==> src/rtl/emb_pkg.sv <==
package emb_pkg;
   // the system clock ticks once per half crystal-input cycle
   localparam int HALF_TICKS_PER_XTAL = 2;
   // latch strobe period and high width, in crystal-input cycles (x2 for half cycles)
   localparam int ALE_PERIOD_XTAL = 4;
   localparam real ALE_HIGH_XTAL = 1.5;
   localparam int ALE_PERIOD_TICKS = ALE_PERIOD_XTAL * HALF_TICKS_PER_XTAL;
   localparam int ALE_HIGH_TICKS = int'(ALE_HIGH_XTAL * HALF_TICKS_PER_XTAL);
   // program store strobe low window, in ticks of the phase counter
   localparam int PSTR_FIRST_PHASE = 4;
   localparam int PSTR_LAST_PHASE = 6;
   // crystal warm-up length in ticks; no figure is given, plain default
   localparam int WARMUP_TICKS_DEFAULT = 1024;
   // reset values
   localparam logic [7:0] PORT_RESET_VALUE = 8'hFF;
   localparam logic MODE_RESET_VALUE = 1'b0;
   // access sequencer states
   typedef enum logic {EMB_IDLE, EMB_BUSY} emb_state_t;
endpackage : emb_pkg

==> src/rtl/emb_bus.sv <==
`timescale 1ns/1ps
// Functional notes
// - latch strobe high 1.5 crystal cycles, period four crystal cycles.
// - demultiplexed mode with disable clear: strobe toggles continuously.
// - strobe forced high in reset, or demultiplexed mode with disable set.
// - program store strobe pulses low during accesses, high otherwise.
// - bus mode pin sampled only at power-on reset release.
// - mode low: low port carries address then data.
// - multiplexed mode: port turns to data bus when strobe falls.
// - mode high: low port is data bus only, no address.
// - low port driven only by bus logic, never by software writes.
// - low port pins driven high while in reset.
// - high on reset input pin requests reset; wired-OR sources allowed.
// - reset output asserted when reset entered via reset input pin.
// - reset output asserted during crystal warm-up after power-on or stop.
// - reset output asserted on watchdog reset, and enabled oscillator-fail reset.
// - multiplexed mode: address low byte presented while strobe high.
module emb_bus
   import emb_pkg::*;
#(
   parameter int WARMUP_TICKS = WARMUP_TICKS_DEFAULT,
   parameter int DATA_W = 8
) (
   input wire logic sys_clk_i,
   input wire logic nrst_i,
   input wire logic reset_pin_i,
   input wire logic wdt_reset_i,
   input wire logic osc_fail_i,
   input wire logic osc_fail_reset_enable_i,
   input wire logic stop_exit_i,
   input wire logic bus_mode_select_i,
   input wire logic latch_strobe_disable_i,
   input wire logic acc_req_i,
   input wire logic [DATA_W-1:0] acc_addr_i,
   output logic acc_take_o,
   output logic acc_ack_o,
   output logic [DATA_W-1:0] acc_rdata_o,
   input wire logic [DATA_W-1:0] ad_i,
   output logic [DATA_W-1:0] ad_o,
   output logic ad_oe_o,
   output logic ale_o,
   output logic program_store_strobe_o,
   output logic reset_out_n_o,
   output logic bus_mode_o
);
   // refused at elaboration: the port is one byte wide and warm-up needs a nonzero count
   if (DATA_W != 8) begin : g_bad_width
      $error("emb_bus: DATA_W must be 8");
   end
   if (WARMUP_TICKS < 1) begin : g_bad_warmup
      $error("emb_bus: WARMUP_TICKS must be at least 1");
   end

   localparam int PW = $clog2(ALE_PERIOD_TICKS);
   localparam int WW = $clog2(WARMUP_TICKS + 1);

   // phase decode, shared by both strobes and the low port
   function automatic logic in_range(input logic [PW-1:0] p, input int lo, input int hi);
      in_range = (int'(p) >= lo) && (int'(p) <= hi);
   endfunction : in_range

   logic por_pending;
   logic [WW-1:0] warm_cnt;
   logic warming;
   logic in_reset;
   logic [PW-1:0] phase;
   logic phase_last;
   emb_state_t state;
   logic [DATA_W-1:0] addr;

   // crystal warm-up runs after power-on release and after leaving stop mode
   always_ff @(posedge sys_clk_i or negedge nrst_i) begin
      if (!nrst_i) begin
         warm_cnt <= WW'(WARMUP_TICKS);
      end else if (stop_exit_i) begin
         warm_cnt <= WW'(WARMUP_TICKS);
      end else if (warm_cnt != '0) begin
         warm_cnt <= warm_cnt - 1'b1;
      end
   end
   assign warming = (warm_cnt != '0);

   // every reset source stops the bus; pin is a wired-OR level
   assign in_reset = reset_pin_i || wdt_reset_i || (osc_fail_i && osc_fail_reset_enable_i)
                     || warming;

   // reset output, registered so it never glitches on the pin
   always_ff @(posedge sys_clk_i or negedge nrst_i) begin
      if (!nrst_i) begin
         reset_out_n_o <= 1'b0;
      end else begin
         reset_out_n_o <= !(reset_pin_i || warming || wdt_reset_i
                            || (osc_fail_i && osc_fail_reset_enable_i));
      end
   end

   // mode strap caught once, at the first edge after power-on release
   always_ff @(posedge sys_clk_i or negedge nrst_i) begin
      if (!nrst_i) begin
         por_pending <= 1'b1;
         bus_mode_o <= MODE_RESET_VALUE;
      end else if (por_pending) begin
         por_pending <= 1'b0;
         bus_mode_o <= bus_mode_select_i;
      end
   end

   emb_phase #(
      .PERIOD(ALE_PERIOD_TICKS)
   ) u_phase (
      .sys_clk_i(sys_clk_i),
      .nrst_i(nrst_i),
      .hold_i(in_reset),
      .phase_o(phase),
      .last_o(phase_last)
   );

   // a request is taken only on the last phase, so each access owns a whole period
   assign acc_take_o = acc_req_i && phase_last && !in_reset && !por_pending;

   // access sequencer; a new take at the last phase chains directly to the next access
   always_ff @(posedge sys_clk_i or negedge nrst_i) begin
      if (!nrst_i) begin
         state <= EMB_IDLE;
         addr <= '0;
      end else if (in_reset) begin
         state <= EMB_IDLE;
      end else if (phase_last) begin
         state <= acc_take_o ? EMB_BUSY : EMB_IDLE;
         if (acc_take_o) begin
            addr <= acc_addr_i;
         end
      end
   end

   // read data sampled at the end of the strobe-low window, with a one-cycle ack
   always_ff @(posedge sys_clk_i or negedge nrst_i) begin
      if (!nrst_i) begin
         acc_ack_o <= 1'b0;
         acc_rdata_o <= '0;
      end else begin
         acc_ack_o <= (state == EMB_BUSY) && phase_last;
         if ((state == EMB_BUSY) && phase_last) begin
            acc_rdata_o <= ad_i;
         end
      end
   end

   // latch strobe: three half-cycle ticks high out of eight; a strobe let go from a hold
   // stays high until the next fall point, so no short low period follows the release
   always_ff @(posedge sys_clk_i or negedge nrst_i) begin
      if (!nrst_i) begin
         ale_o <= 1'b1;
      end else if (in_reset) begin
         ale_o <= 1'b1;
      end else if (bus_mode_o && latch_strobe_disable_i) begin
         ale_o <= 1'b1;
      end else begin
         ale_o <= in_range(phase, 0, ALE_HIGH_TICKS - 1)
                  || (ale_o && !in_range(phase, ALE_HIGH_TICKS, ALE_HIGH_TICKS));
      end
   end

   // program store strobe low only inside a live access, after the address phase
   always_ff @(posedge sys_clk_i or negedge nrst_i) begin
      if (!nrst_i) begin
         program_store_strobe_o <= 1'b1;
      end else begin
         program_store_strobe_o <= !(!in_reset && state == EMB_BUSY
                                     && in_range(phase, PSTR_FIRST_PHASE,
                                                 PSTR_LAST_PHASE));
      end
   end

   // low port: no software path exists; only reset and the sequencer drive it
   always_ff @(posedge sys_clk_i or negedge nrst_i) begin
      if (!nrst_i) begin
         ad_o <= PORT_RESET_VALUE;
         ad_oe_o <= 1'b1;
      end else case (1'b1)
         in_reset: begin
            ad_o <= PORT_RESET_VALUE;
            ad_oe_o <= 1'b1;
         end
         (!bus_mode_o && state == EMB_BUSY
          && in_range(phase, 0, ALE_HIGH_TICKS - 1)): begin
            ad_o <= addr;
            ad_oe_o <= 1'b1;
         end
         default: begin
            // released as data bus from strobe fall; demux never carries address
            ad_o <= ad_o;
            ad_oe_o <= 1'b0;
         end
      endcase
   end
endmodule : emb_bus

==> src/rtl/emb_phase.sv <==
`timescale 1ns/1ps
// free-running half-cycle phase counter that paces the latch strobe and accesses
module emb_phase
   import emb_pkg::*;
#(
   parameter int PERIOD = ALE_PERIOD_TICKS
) (
   input wire logic sys_clk_i,
   input wire logic nrst_i,
   input wire logic hold_i,
   output logic [$clog2(PERIOD)-1:0] phase_o,
   output logic last_o
);
   // refused at elaboration: the strobe and access windows need at least four phases
   if (PERIOD < 4) begin : g_bad_period
      $error("emb_phase: PERIOD too small");
   end

   localparam logic [$clog2(PERIOD)-1:0] LAST = ($clog2(PERIOD))'(PERIOD - 1);

   // held at zero in reset so the first strobe after release starts cleanly
   always_ff @(posedge sys_clk_i or negedge nrst_i) begin
      if (!nrst_i) begin
         phase_o <= '0;
      end else if (hold_i || phase_o == LAST) begin
         phase_o <= '0;
      end else begin
         phase_o <= phase_o + 1'b1;
      end
   end

   assign last_o = (phase_o == LAST) && !hold_i;
endmodule : emb_phase

==> config.mk <==
export PLATFORM = sky130hd
export DESIGN_NAME = emb_bus
export DESIGN_NICKNAME = d
export VERILOG_FILES = /design/src/rtl/emb_pkg.sv /design/src/rtl/emb_bus.sv /design/src/rtl/emb_phase.sv
export SDC_FILE = /design/constraint.sdc
export NUM_CORES = 1
export LEC_CHECK = 0
export BUFFER_PORTS_ARGS = -buffer_cell sky130_fd_sc_hd__clkbuf_2
export CAP_MARGIN = 10
export CORE_MARGIN = 10
export CORE_UTILIZATION = 50
export CTS_BUF_LIST = sky130_fd_sc_hd__clkbuf_8
export DETAILED_ROUTE_END_ITERATION = 6
export GPL_ROUTABILITY_DRIVEN = 0
export GPL_TIMING_DRIVEN = 0
export PLACE_DENSITY = 0.78
export SETUP_SLACK_MARGIN = 0.4
export SLEW_MARGIN = 30
export SYNTH_ARGS = -nofsm -noshare
export SYNTH_HDL_FRONTEND = slang
export SYNTH_SLANG_ARGS = --single-unit
==> constraint.sdc <==
create_clock -name sys_clk_i -period 6.06 [get_ports sys_clk_i]
set_input_delay 0.606 -clock sys_clk_i [delete_from_list [all_inputs] [get_ports sys_clk_i]]
set_output_delay 0.606 -clock sys_clk_i [all_outputs]
set_load 0.01 [all_outputs]
# Word level (Yosys, flattened, before mapping)
# Index checks and enable logic that the tools add are counted.
# op_classes
addsub,2
n_lt_le_gt_ge,5
n_eq_ne,1
n_mux,12
bitwise_logic,1
n_reduce_logical,33
# ops
cell,n
11-bit two-way mux,2
8-bit two-way mux,2
1-bit logical AND,14
11-bit nonzero test,1
"11-bit by 1-bit subtractor with 11-bit output, second input constant",1
1-bit logical OR,8
1-bit two-way mux,7
"3-bit by 2-bit <= comparator with 1-bit output, second input constant",2
1-bit zero test,6
2-bit nonzero test,3
"3-bit by 1-bit adder with 3-bit output, second input constant",1
"3-bit equality test, second input constant",1
"3-bit by 2-bit >= comparator with 1-bit output, second input constant",1
"3-bit >= comparator, second input constant",1
"3-bit <= comparator, second input constant",1
3-bit two-way mux,1
3-bit AND reduction,1
1-bit inverter,1
# word_totals
ff_bits,46
in_bits,26
out_inout_bits,23
elab_cells,67

# Longest topological paths before layout
# Gate-level depths: netlist (run 1).
# logic_depth
depth_word,11
mapped_depth,7

# Cells and area by module
# From an unflattened synthesis (run 1), not the netlist that was laid out.
# hier_totals
hier_cells,163
area_unflattened_um2,2023.2
# by_module_without_submodules
module,n_inst,cells_each,area_each_um2,seq_area_each_um2
emb_bus,1,154,1896.8,1092.3
emb_phase,1,9,126.4,75.1

# Worst setup path after synthesis (run 1)
# No wires, ideal clock.
# synth_path
path_type,reg2out
from,register warm_cnt[0]
to,output port acc_take_o
t_arrival_ns,1.528
required_time_ns,5.454
slack_ns,3.926
path_stages_with_launch,7
path_buffers,1
path_cell_list,dfrtp_1 -> inv_1 -> ha_1 -> nor4b_4 -> and4_1 -> and4b_1 -> buf_4
# synth_via
elab_chain_len,7
# synth_lines
item,line_no,text
from (decl),emb_bus.sv:63,logic [WW-1:0] warm_cnt;
from (signal assigned),emb_bus.sv:74,warm_cnt <= WW'(WARMUP_TICKS);
from (signal assigned),emb_bus.sv:76,warm_cnt <= WW'(WARMUP_TICKS);
from (signal assigned),emb_bus.sv:78,warm_cnt <= warm_cnt - 1'b1;
11-bit nonzero test (*),emb_bus.sv:81,assign warming = (warm_cnt != '0);
1-bit logical OR (*),emb_bus.sv:85,|| warming;
1-bit zero test (*),"emb_bus.sv:119, emb_phase.sv:32",
1-bit logical AND,emb_phase.sv:32,assign last_o = (phase_o == LAST) && !hold_i;
1-bit logical AND,emb_bus.sv:119,assign acc_take_o = acc_req_i && phase_last && !in_reset && !por_pending;
1-bit logical AND (*) (2 in a row),emb_bus.sv:119,
to (decl),emb_bus.sv:35,"output logic acc_take_o,"
# Mark *: on every way between the ends. The rest lies on a longest branch, timed or not.

# Worst setup path in the final report (run 1)
# Ends and elaborated chain as after synthesis.

==> flow_metrics.py, run 1 <==
metrics = {
    "sta": {
        "maxSlewViolCount": 0,
        "period_share_pct": 46.6,
        "finalWorstSetupSlack_ns": 3.24,
        "slew-limit-headroom_pct": 58.2,
        "worst_pin_slew_ns": 0.627,
        "fmax_mhz": 354,
        "rsz0062_at_grt": "no",
        "min_period_ns": 2.82,
        "setup_violations": 0,
        "fin_tns_setup_ns": 0,
        "final_hold_viol_count": 0,
        "fin_worst_skew_ns": 0.00459,
    },
    "clocking": {
        "postCtsSetupRepairBufs": 0,
        "cts_buffers": 5,
        "cts_resized": 0,
        "ctsHoldBuffers": 0,
        "cts_tree": "yes",
        "htreeDepth": 2,
        "path_clk_slew_ns": 0.08,
        "clkLatencyLatePin_ns": 0.29,
        "clkSinkCount": 46,
        "cts_buffer_depth": 2,
        "cts_root_buffer": "clkbuf_8",
    },
    "cells_and_area": {
        "drive_gt1_share_pct": 37.2,
        "fin_nets": 246,
        "diodes": 0,
        "fillers": 317,
        "final_area_um2": 2430,
        "area_growth_pct": 19.7,
        "fin_util_pct": 61.2,
    },
    "power": {
        "power_frac_seq_pct": 51.0,
        "pwr_density_cell_nw_per_um2": 310,
        "p_switching_mw": 0.231,
        "sw_frac_of_total_pct": 30.6,
        "ir_drop_v": 0.000220,
        "pwr-share-comb_pct": 23.8,
        "p_int_mw": 0.524,
        "p_leak_nw": 1.18,
        "total_power_mw": 0.755,
        "p_clk_share_pct": 25.2,
    },
    "critical_path": {
        "critPathKind": "reg2out",
        "cp.depth": 7,
        "end_kind": "output pin",
        "worst_ep_arrival_time_ns": 2.22,
        "rrSetupSlack_ns": 3.84,
        "critical_path.cell_chain": "inv_1 > ha_1 > nor4b_4 > and4_1 > and4b_1 > buf_4 > clkbuf_2",
        "r2r-end": "addr[7]$_DFFE_PN0P_",
        "worstPathRequired_ns": 5.45,
        "critPathTopFamily": "simple AND/OR/NAND/NOR gates",
        "reg2reg_depth": 7,
        "slowest_stage": "dfrtp_1",
        "crit_end": "acc_take_o",
        "r2r-start": "warm_cnt[0]$_DFFE_PN0P_",
        "max_stage_delay_ns": 0.42,
        "cp-startpoint": "warm_cnt[0]$_DFFE_PN0P_",
        "critPathMaxFanout": 10,
        "crit_path_start_kind": "flip-flop",
        "critPathBufInv": 3,
    },
    "grt": {
        "grt_max_degree": 47,
        "grt_usage_pct": 11.0,
        "grt_overflow": 0,
        "grt_antenna_before_repair": 0,
        "grt_first_pass_wirelength_um": 6550,
        "grt_pass1_vias": 1406,
    },
    "place": {
        "place_hpwl_um": 2850,
        "dp_slack_ns": 3.55,
        "numPortBuffers": 48,
        "place_area_um2": 2340,
    },
    "floorplan": {
        "pin_count": 49,
        "die_area_um2": 7010,
        "start_util_pct": 51.2,
        "rows": 23,
        "coreArea_um2": 3970,
        "die_y_um": 83.8,
        "dieWidth_um": 83.8,
    },
    "detailed_routing": {
        "drc": 0,
        "vias": 1363,
        "routed_wl_um": 3790,
        "drt_iter0_markers": 52,
        "post_drt_wl_per_cell_um": 14.3,
        "drt_first_pass_iters": 4,
        "ant_nets": 0,
        "routed_via_density": 5.14,
    },
    "logic_synthesis": {
        "ys.flop_type": "dfrtp_1",
        "ys_seq_elements": 46,
        "synthDistinctLibCells": 43,
        "yosysSeqAreaShare_pct": 57.5,
        "synth_nets": 191,
        "syn_inst": 159,
        "synth-edff-count": 0,
        "synthArstFlopShare_pct": 100,
        "syn_area_per_cell_um2": 12.8,
        "synth_area_um2": 2030,
        "yosysWarnings": 0,
    },
    "worst_hold_path": {
        "hold_class": "in2async",
    },
    "run": {
        "drv_cap": 0,
    },
    "outcome": {
        "status": "finished clean",
    },
}
through the flow:
step	std cells	hold WS, ns
global route	265	0.368
finish	265	0.333
detailed placement	257	0.450
CTS	265	0.353
global placement	257	0.452
floorplan	159	0.310
power groups by stage:
stage	clock network, mW	registers (mW)	logic, mW
final	0.191	0.385	0.179
after global routing	0.211	0.392	0.198
after CTS	0.197	0.385	0.180
after detailed placement	0	0.390	0.180
after global placement	0	0.390	0.175
after floorplan	0	0.383	0.144
sequential cells by signal (all words and copies together), names as in the netlist:
name and cells:
por_pending 1, state 1, ad_oe_o 1, u_phase.phase_o 3
bus_mode_o 1, ale_o 1, ad_o 8, reset_out_n_o 1
addr 8, warm_cnt 11, acc_ack_o 1, acc_rdata_o 8
program_store_strobe_o 1
kinds of logic (layout without fill, tap and decap cells):
kind of cell / count (synthesis) / in the layout / share of synthesized area, %
XOR/XNOR: 3 / 3 / 1.29
flip-flops: 46 / 46 / 57.5
AND/OR/NAND/NOR: 49 / 49 / 14.7
adder cells (fa/ha/maj): 6 / 6 / 3.69
AO/OA/AOI/OAI: 17 / 17 / 6.22
buffers and inverters: 11 / 67 / 2.40
other: 1 / 1 / 0.185
multiplexers: 26 / 26 / 14.1
placed cells by master (no fill, tap or decap), types with 3 or more instances in the layout:
cell type,n
xnor2_1,3
mux2i_1,8
ha_1,6
nand2b_1,7
a21oi_1,5
clkbuf_2,47
inv_1,6
dfstp_2,13
nand2_1,10
mux2_1,16
nor4_1,3
nor2b_1,3
clkbuf_8,6
nor2_1,11
dfrtp_1,33
worst min-delay path by stage:
stage                                             endpoint         startpoint  slack [ns]
after global placement    program_store_strobe_o$_DFF_PN1_  state$_DFFE_PN0P_        0.45
after floorplan                        acc_ack_o$_DFF_PN0_             nrst_i        0.31
after CTS                       acc_rdata_o[4]$_DFFE_PN0P_             nrst_i        0.35
after detailed placement  program_store_strobe_o$_DFF_PN1_  state$_DFFE_PN0P_        0.45
after global routing            acc_rdata_o[7]$_DFFE_PN0P_             nrst_i        0.37
final                           acc_rdata_o[7]$_DFFE_PN0P_             nrst_i        0.33
synthesized netlist by cell type (2+ instances only):
cell / count / area [µm²]
a211oi_1: 2 / 15.0
a21oi_1: 5 / 25.0
buf_4: 2 / 15.0
clkbuf_1: 2 / 7.51
dfrtp_1: 33 / 826
dfstp_2: 13 / 342
ha_1: 6 / 75.1
inv_1: 6 / 22.5
mux2_1: 16 / 180
mux2i_1: 8 / 80.1
nand2_1: 10 / 37.5
nand2b_1: 7 / 43.8
nand3_1: 2 / 10.0
nand3b_1: 2 / 15.0
nor2_1: 11 / 41.3
nor2b_1: 3 / 18.8
nor4_1: 3 / 18.8
xnor2_1: 3 / 26.3
cell type report:
type	count	area [µm²]	area share [%]
Sequential cell	46	1170	48.0
Multi-Input combinational cell	102	816	33.5
Timing Repair Buffer	48	243	9.98
Clock buffer	6	82.6	3.40
Tap cell	50	62.6	2.57
Buffer	5	26.3	1.08
Inverter	6	22.5	0.926
Clock inverter	2	12.5	0.514
per-layer routing:
metal / wire, µm / part of all wire (%) / GRT usage [%] / vias to the layer above
met3: 233 / 6.1 / 4.39 / 6
met5: 0 / 0 / 0 / -
met1: 1700 / 45 / 13.3 / 664
met2: 1800 / 48 / 17.4 / 33
met4: 48 / 1.3 / 3.65 / 0
li1: - / - / - / 660
(Power assumes the default switching activity.)
==> inputs of run 2 (changes only) <==
==> constraint.sdc (replaced) <==
create_clock -name sys_clk_i -period 2.84 [get_ports sys_clk_i]
set_input_delay 0.284 -clock sys_clk_i [delete_from_list [all_inputs] [get_ports sys_clk_i]]
set_output_delay 0.284 -clock sys_clk_i [all_outputs]
set_load 0.01 [all_outputs]
==> run 2 against run 1 <==
Net effect: first-iteration DRC count unchanged; cell area up 1.6%; die area unchanged; worst hold slack worse by 0.32 ns; non-clock buffer count up 4; register-to-register slack worse by 3.1 ns; worst setup slack worse by 2.7 ns; clock-buffer cell count unchanged; global-route usage up 0.060 points; critical path type unchanged; critical endpoint unchanged; largest cell class unchanged; largest power group unchanged.
==> flow_metrics.py, run 2 (same netlist as run 1, synthesis figures left out) <==
metrics = {
    "clocking": {
        "cts_buffers": 5,
        "cts_root_buffer": "clkbuf_8",
        "htreeDepth": 2,
        "clkLatencyLatePin_ns": 0.29,
        "path_clk_slew_ns": 0.08,
        "ctsHoldBuffers": 0,
        "cts_tree": "yes",
        "clkSinkCount": 46,
        "cts_buffer_depth": 2,
    },
    "cells_and_area": {
        "fin_nets": 250,
        "layout_common_cells": "clkbuf_2, dfrtp_1, mux2_1",
        "fin_util_pct": 62.2,
        "diodes": 0,
        "final_common_cell": "clkbuf_2",
        "fillers": 314,
        "drive_gt1_share_pct": 39.3,
        "largest_reg_flops": 11,
        "area_growth_pct": 21.6,
        "largest_register": "warm_cnt",
        "stdcell_count": 269,
    },
    "run": {
        "drv_cap": 0,
    },
    "floorplan": {
        "rows": 23,
        "start_util_pct": 51.2,
        "pin_count": 49,
        "die_area_um2": 7010,
        "coreArea_um2": 3970,
        "die_y_um": 83.8,
        "dieWidth_um": 83.8,
    },
    "grt": {
        "grt_antenna_before_repair": 0,
        "grt_usage_pct": 11.1,
        "grt_first_pass_wirelength_um": 6580,
        "grt_max_degree": 47,
        "grt_overflow": 0,
        "grt_pass1_vias": 1414,
    },
    "critical_path": {
        "crit_end": "acc_take_o",
        "max_stage_delay_ns": 0.42,
        "critPathKind": "reg2out",
        "worst_ep_arrival_time_ns": 2.06,
        "r2r-end": "addr[7]$_DFFE_PN0P_",
        "cp-startpoint": "warm_cnt[0]$_DFFE_PN0P_",
        "r2r-start": "warm_cnt[0]$_DFFE_PN0P_",
        "slowest_stage": "dfrtp_1",
        "critical_path.cell_chain": "inv_1 > ha_2 > nor4b_4 > and4_4 > and4b_1 > buf_6 > clkbuf_2",
        "end_kind": "output pin",
        "worstPathRequired_ns": 2.56,
        "crit_path_start_kind": "flip-flop",
        "rrSetupSlack_ns": 0.78,
        "critPathMaxFanout": 10,
        "reg2reg_depth": 7,
    },
    "sta": {
        "hold_ws_ns": 0.00970,
        "fin_tns_setup_ns": 0,
        "setup_violations": 0,
        "worst_pin_slew_ns": 0.642,
        "maxSlewViolCount": 0,
        "min_period_ns": 2.34,
        "fmax_mhz": 427,
        "period_share_pct": 82.4,
        "fin_worst_skew_ns": 0.00385,
        "final_hold_viol_count": 0,
        "rsz0062_at_grt": "no",
        "slew-limit-headroom_pct": 57.2,
    },
    "place": {
        "place_hpwl_um": 2850,
        "numPortBuffers": 48,
        "placedCellCount": 257,
    },
    "power": {
        "total_power_mw": 1.63,
        "pwr_density_cell_nw_per_um2": 660,
        "p_leak_nw": 1.21,
        "ir_drop_v": 0.000473,
    },
    "detailed_routing": {
        "drt_iter0_markers": 52,
        "post_drt_wl_per_cell_um": 14.4,
        "routed_wl_um": 3890,
        "drt_first_pass_iters": 4,
        "vias": 1373,
        "routed_via_density": 5.10,
        "ant_nets": 0,
        "drc": 0,
    },
    "worst_hold_path": {
        "hold_class": "in2async",
    },
    "outcome": {
        "status": "finished clean",
    },
}
==> run 2: cell count changes in the layout (fill, tap and decap cells not counted) <==
| cell | delta |
|---|---|
| buf_4 | +3 |
| and4_1 | -1 |
| and4_4 | +1 |
| buf_6 | +1 |
| ha_1 | -1 |
| ha_2 | +1 |
==> run 2: how the worst min path moves through the flow <==
stage                      startpoint                                to  slack [ns]  cells past startpoint
CTS                            nrst_i        acc_rdata_o[4]$_DFFE_PN0P_        0.03                      1
finish                         nrst_i        acc_rdata_o[7]$_DFFE_PN0P_        0.01                      1
global placement    state$_DFFE_PN0P_  program_store_strobe_o$_DFF_PN1_        0.45                      1
detailed placement             nrst_i        acc_rdata_o[7]$_DFFE_PN0P_        0.36                      1
global route                   nrst_i        acc_rdata_o[7]$_DFFE_PN0P_        0.05                      1
floorplan                      nrst_i               acc_ack_o$_DFF_PN0_       -0.01                      0
==> run 2: critical path, delay by kind of cell (launching register included) <==
| family | cells | cell delay, ns |
|---|---|---|
| and+or+nand+nor | 3 | 0.73 |
| DFF | 1 | 0.42 |
| adders and majority gates | 1 | 0.19 |
| buffers and inverters | 3 | 0.41 |
==> run 2: layer usage <==
metal / share of wire [%] / up-vias / GRT usage (%)
li1: - / 668 / -
met1: 45 / 668 / 13.3
met2: 48 / 31 / 17.6
met3: 5.9 / 6 / 4.39
met4: 1.2 / 0 / 3.65
met5: 0 / - / 0
==> run 2: final cells by class <==
type / count / area [µm²] / area share [%]
flip-flops and latches: 46 / 1170 / 47.2
clock buffers: 6 / 82.6 / 3.34
clock inverters: 2 / 12.5 / 0.506
inverters: 6 / 22.5 / 0.911
plain buffers: 5 / 30.0 / 1.22
multi-input cells: 102 / 821 / 33.2
well taps: 50 / 62.6 / 2.53
repair buffers: 52 / 273 / 11.0
==> run 2: stage by stage <==
stage,setup WS [ns],instance area (µm²)
after floorplan,0.863,2030
after global placement,0.662,2330
after detailed placement,0.627,2340
after CTS,0.461,2440
after global routing,0.381,2470
final,0.499,2470
==> run 2: what timing repair did <==
action                                  CTS  global route
gates resized for setup                   2             2
endpoints found under the setup margin    1             1
setup buffers                             1             3
==> run 2: report_power, final <==
part / total [mW] / switching, mW / leakage [nW] / internal (mW)
Combinational: 0.401 / 0.194 / 0.570 / 0.207
Clock: 0.410 / 0.214 / 0.0472 / 0.196
Sequential: 0.821 / 0.0941 / 0.588 / 0.727
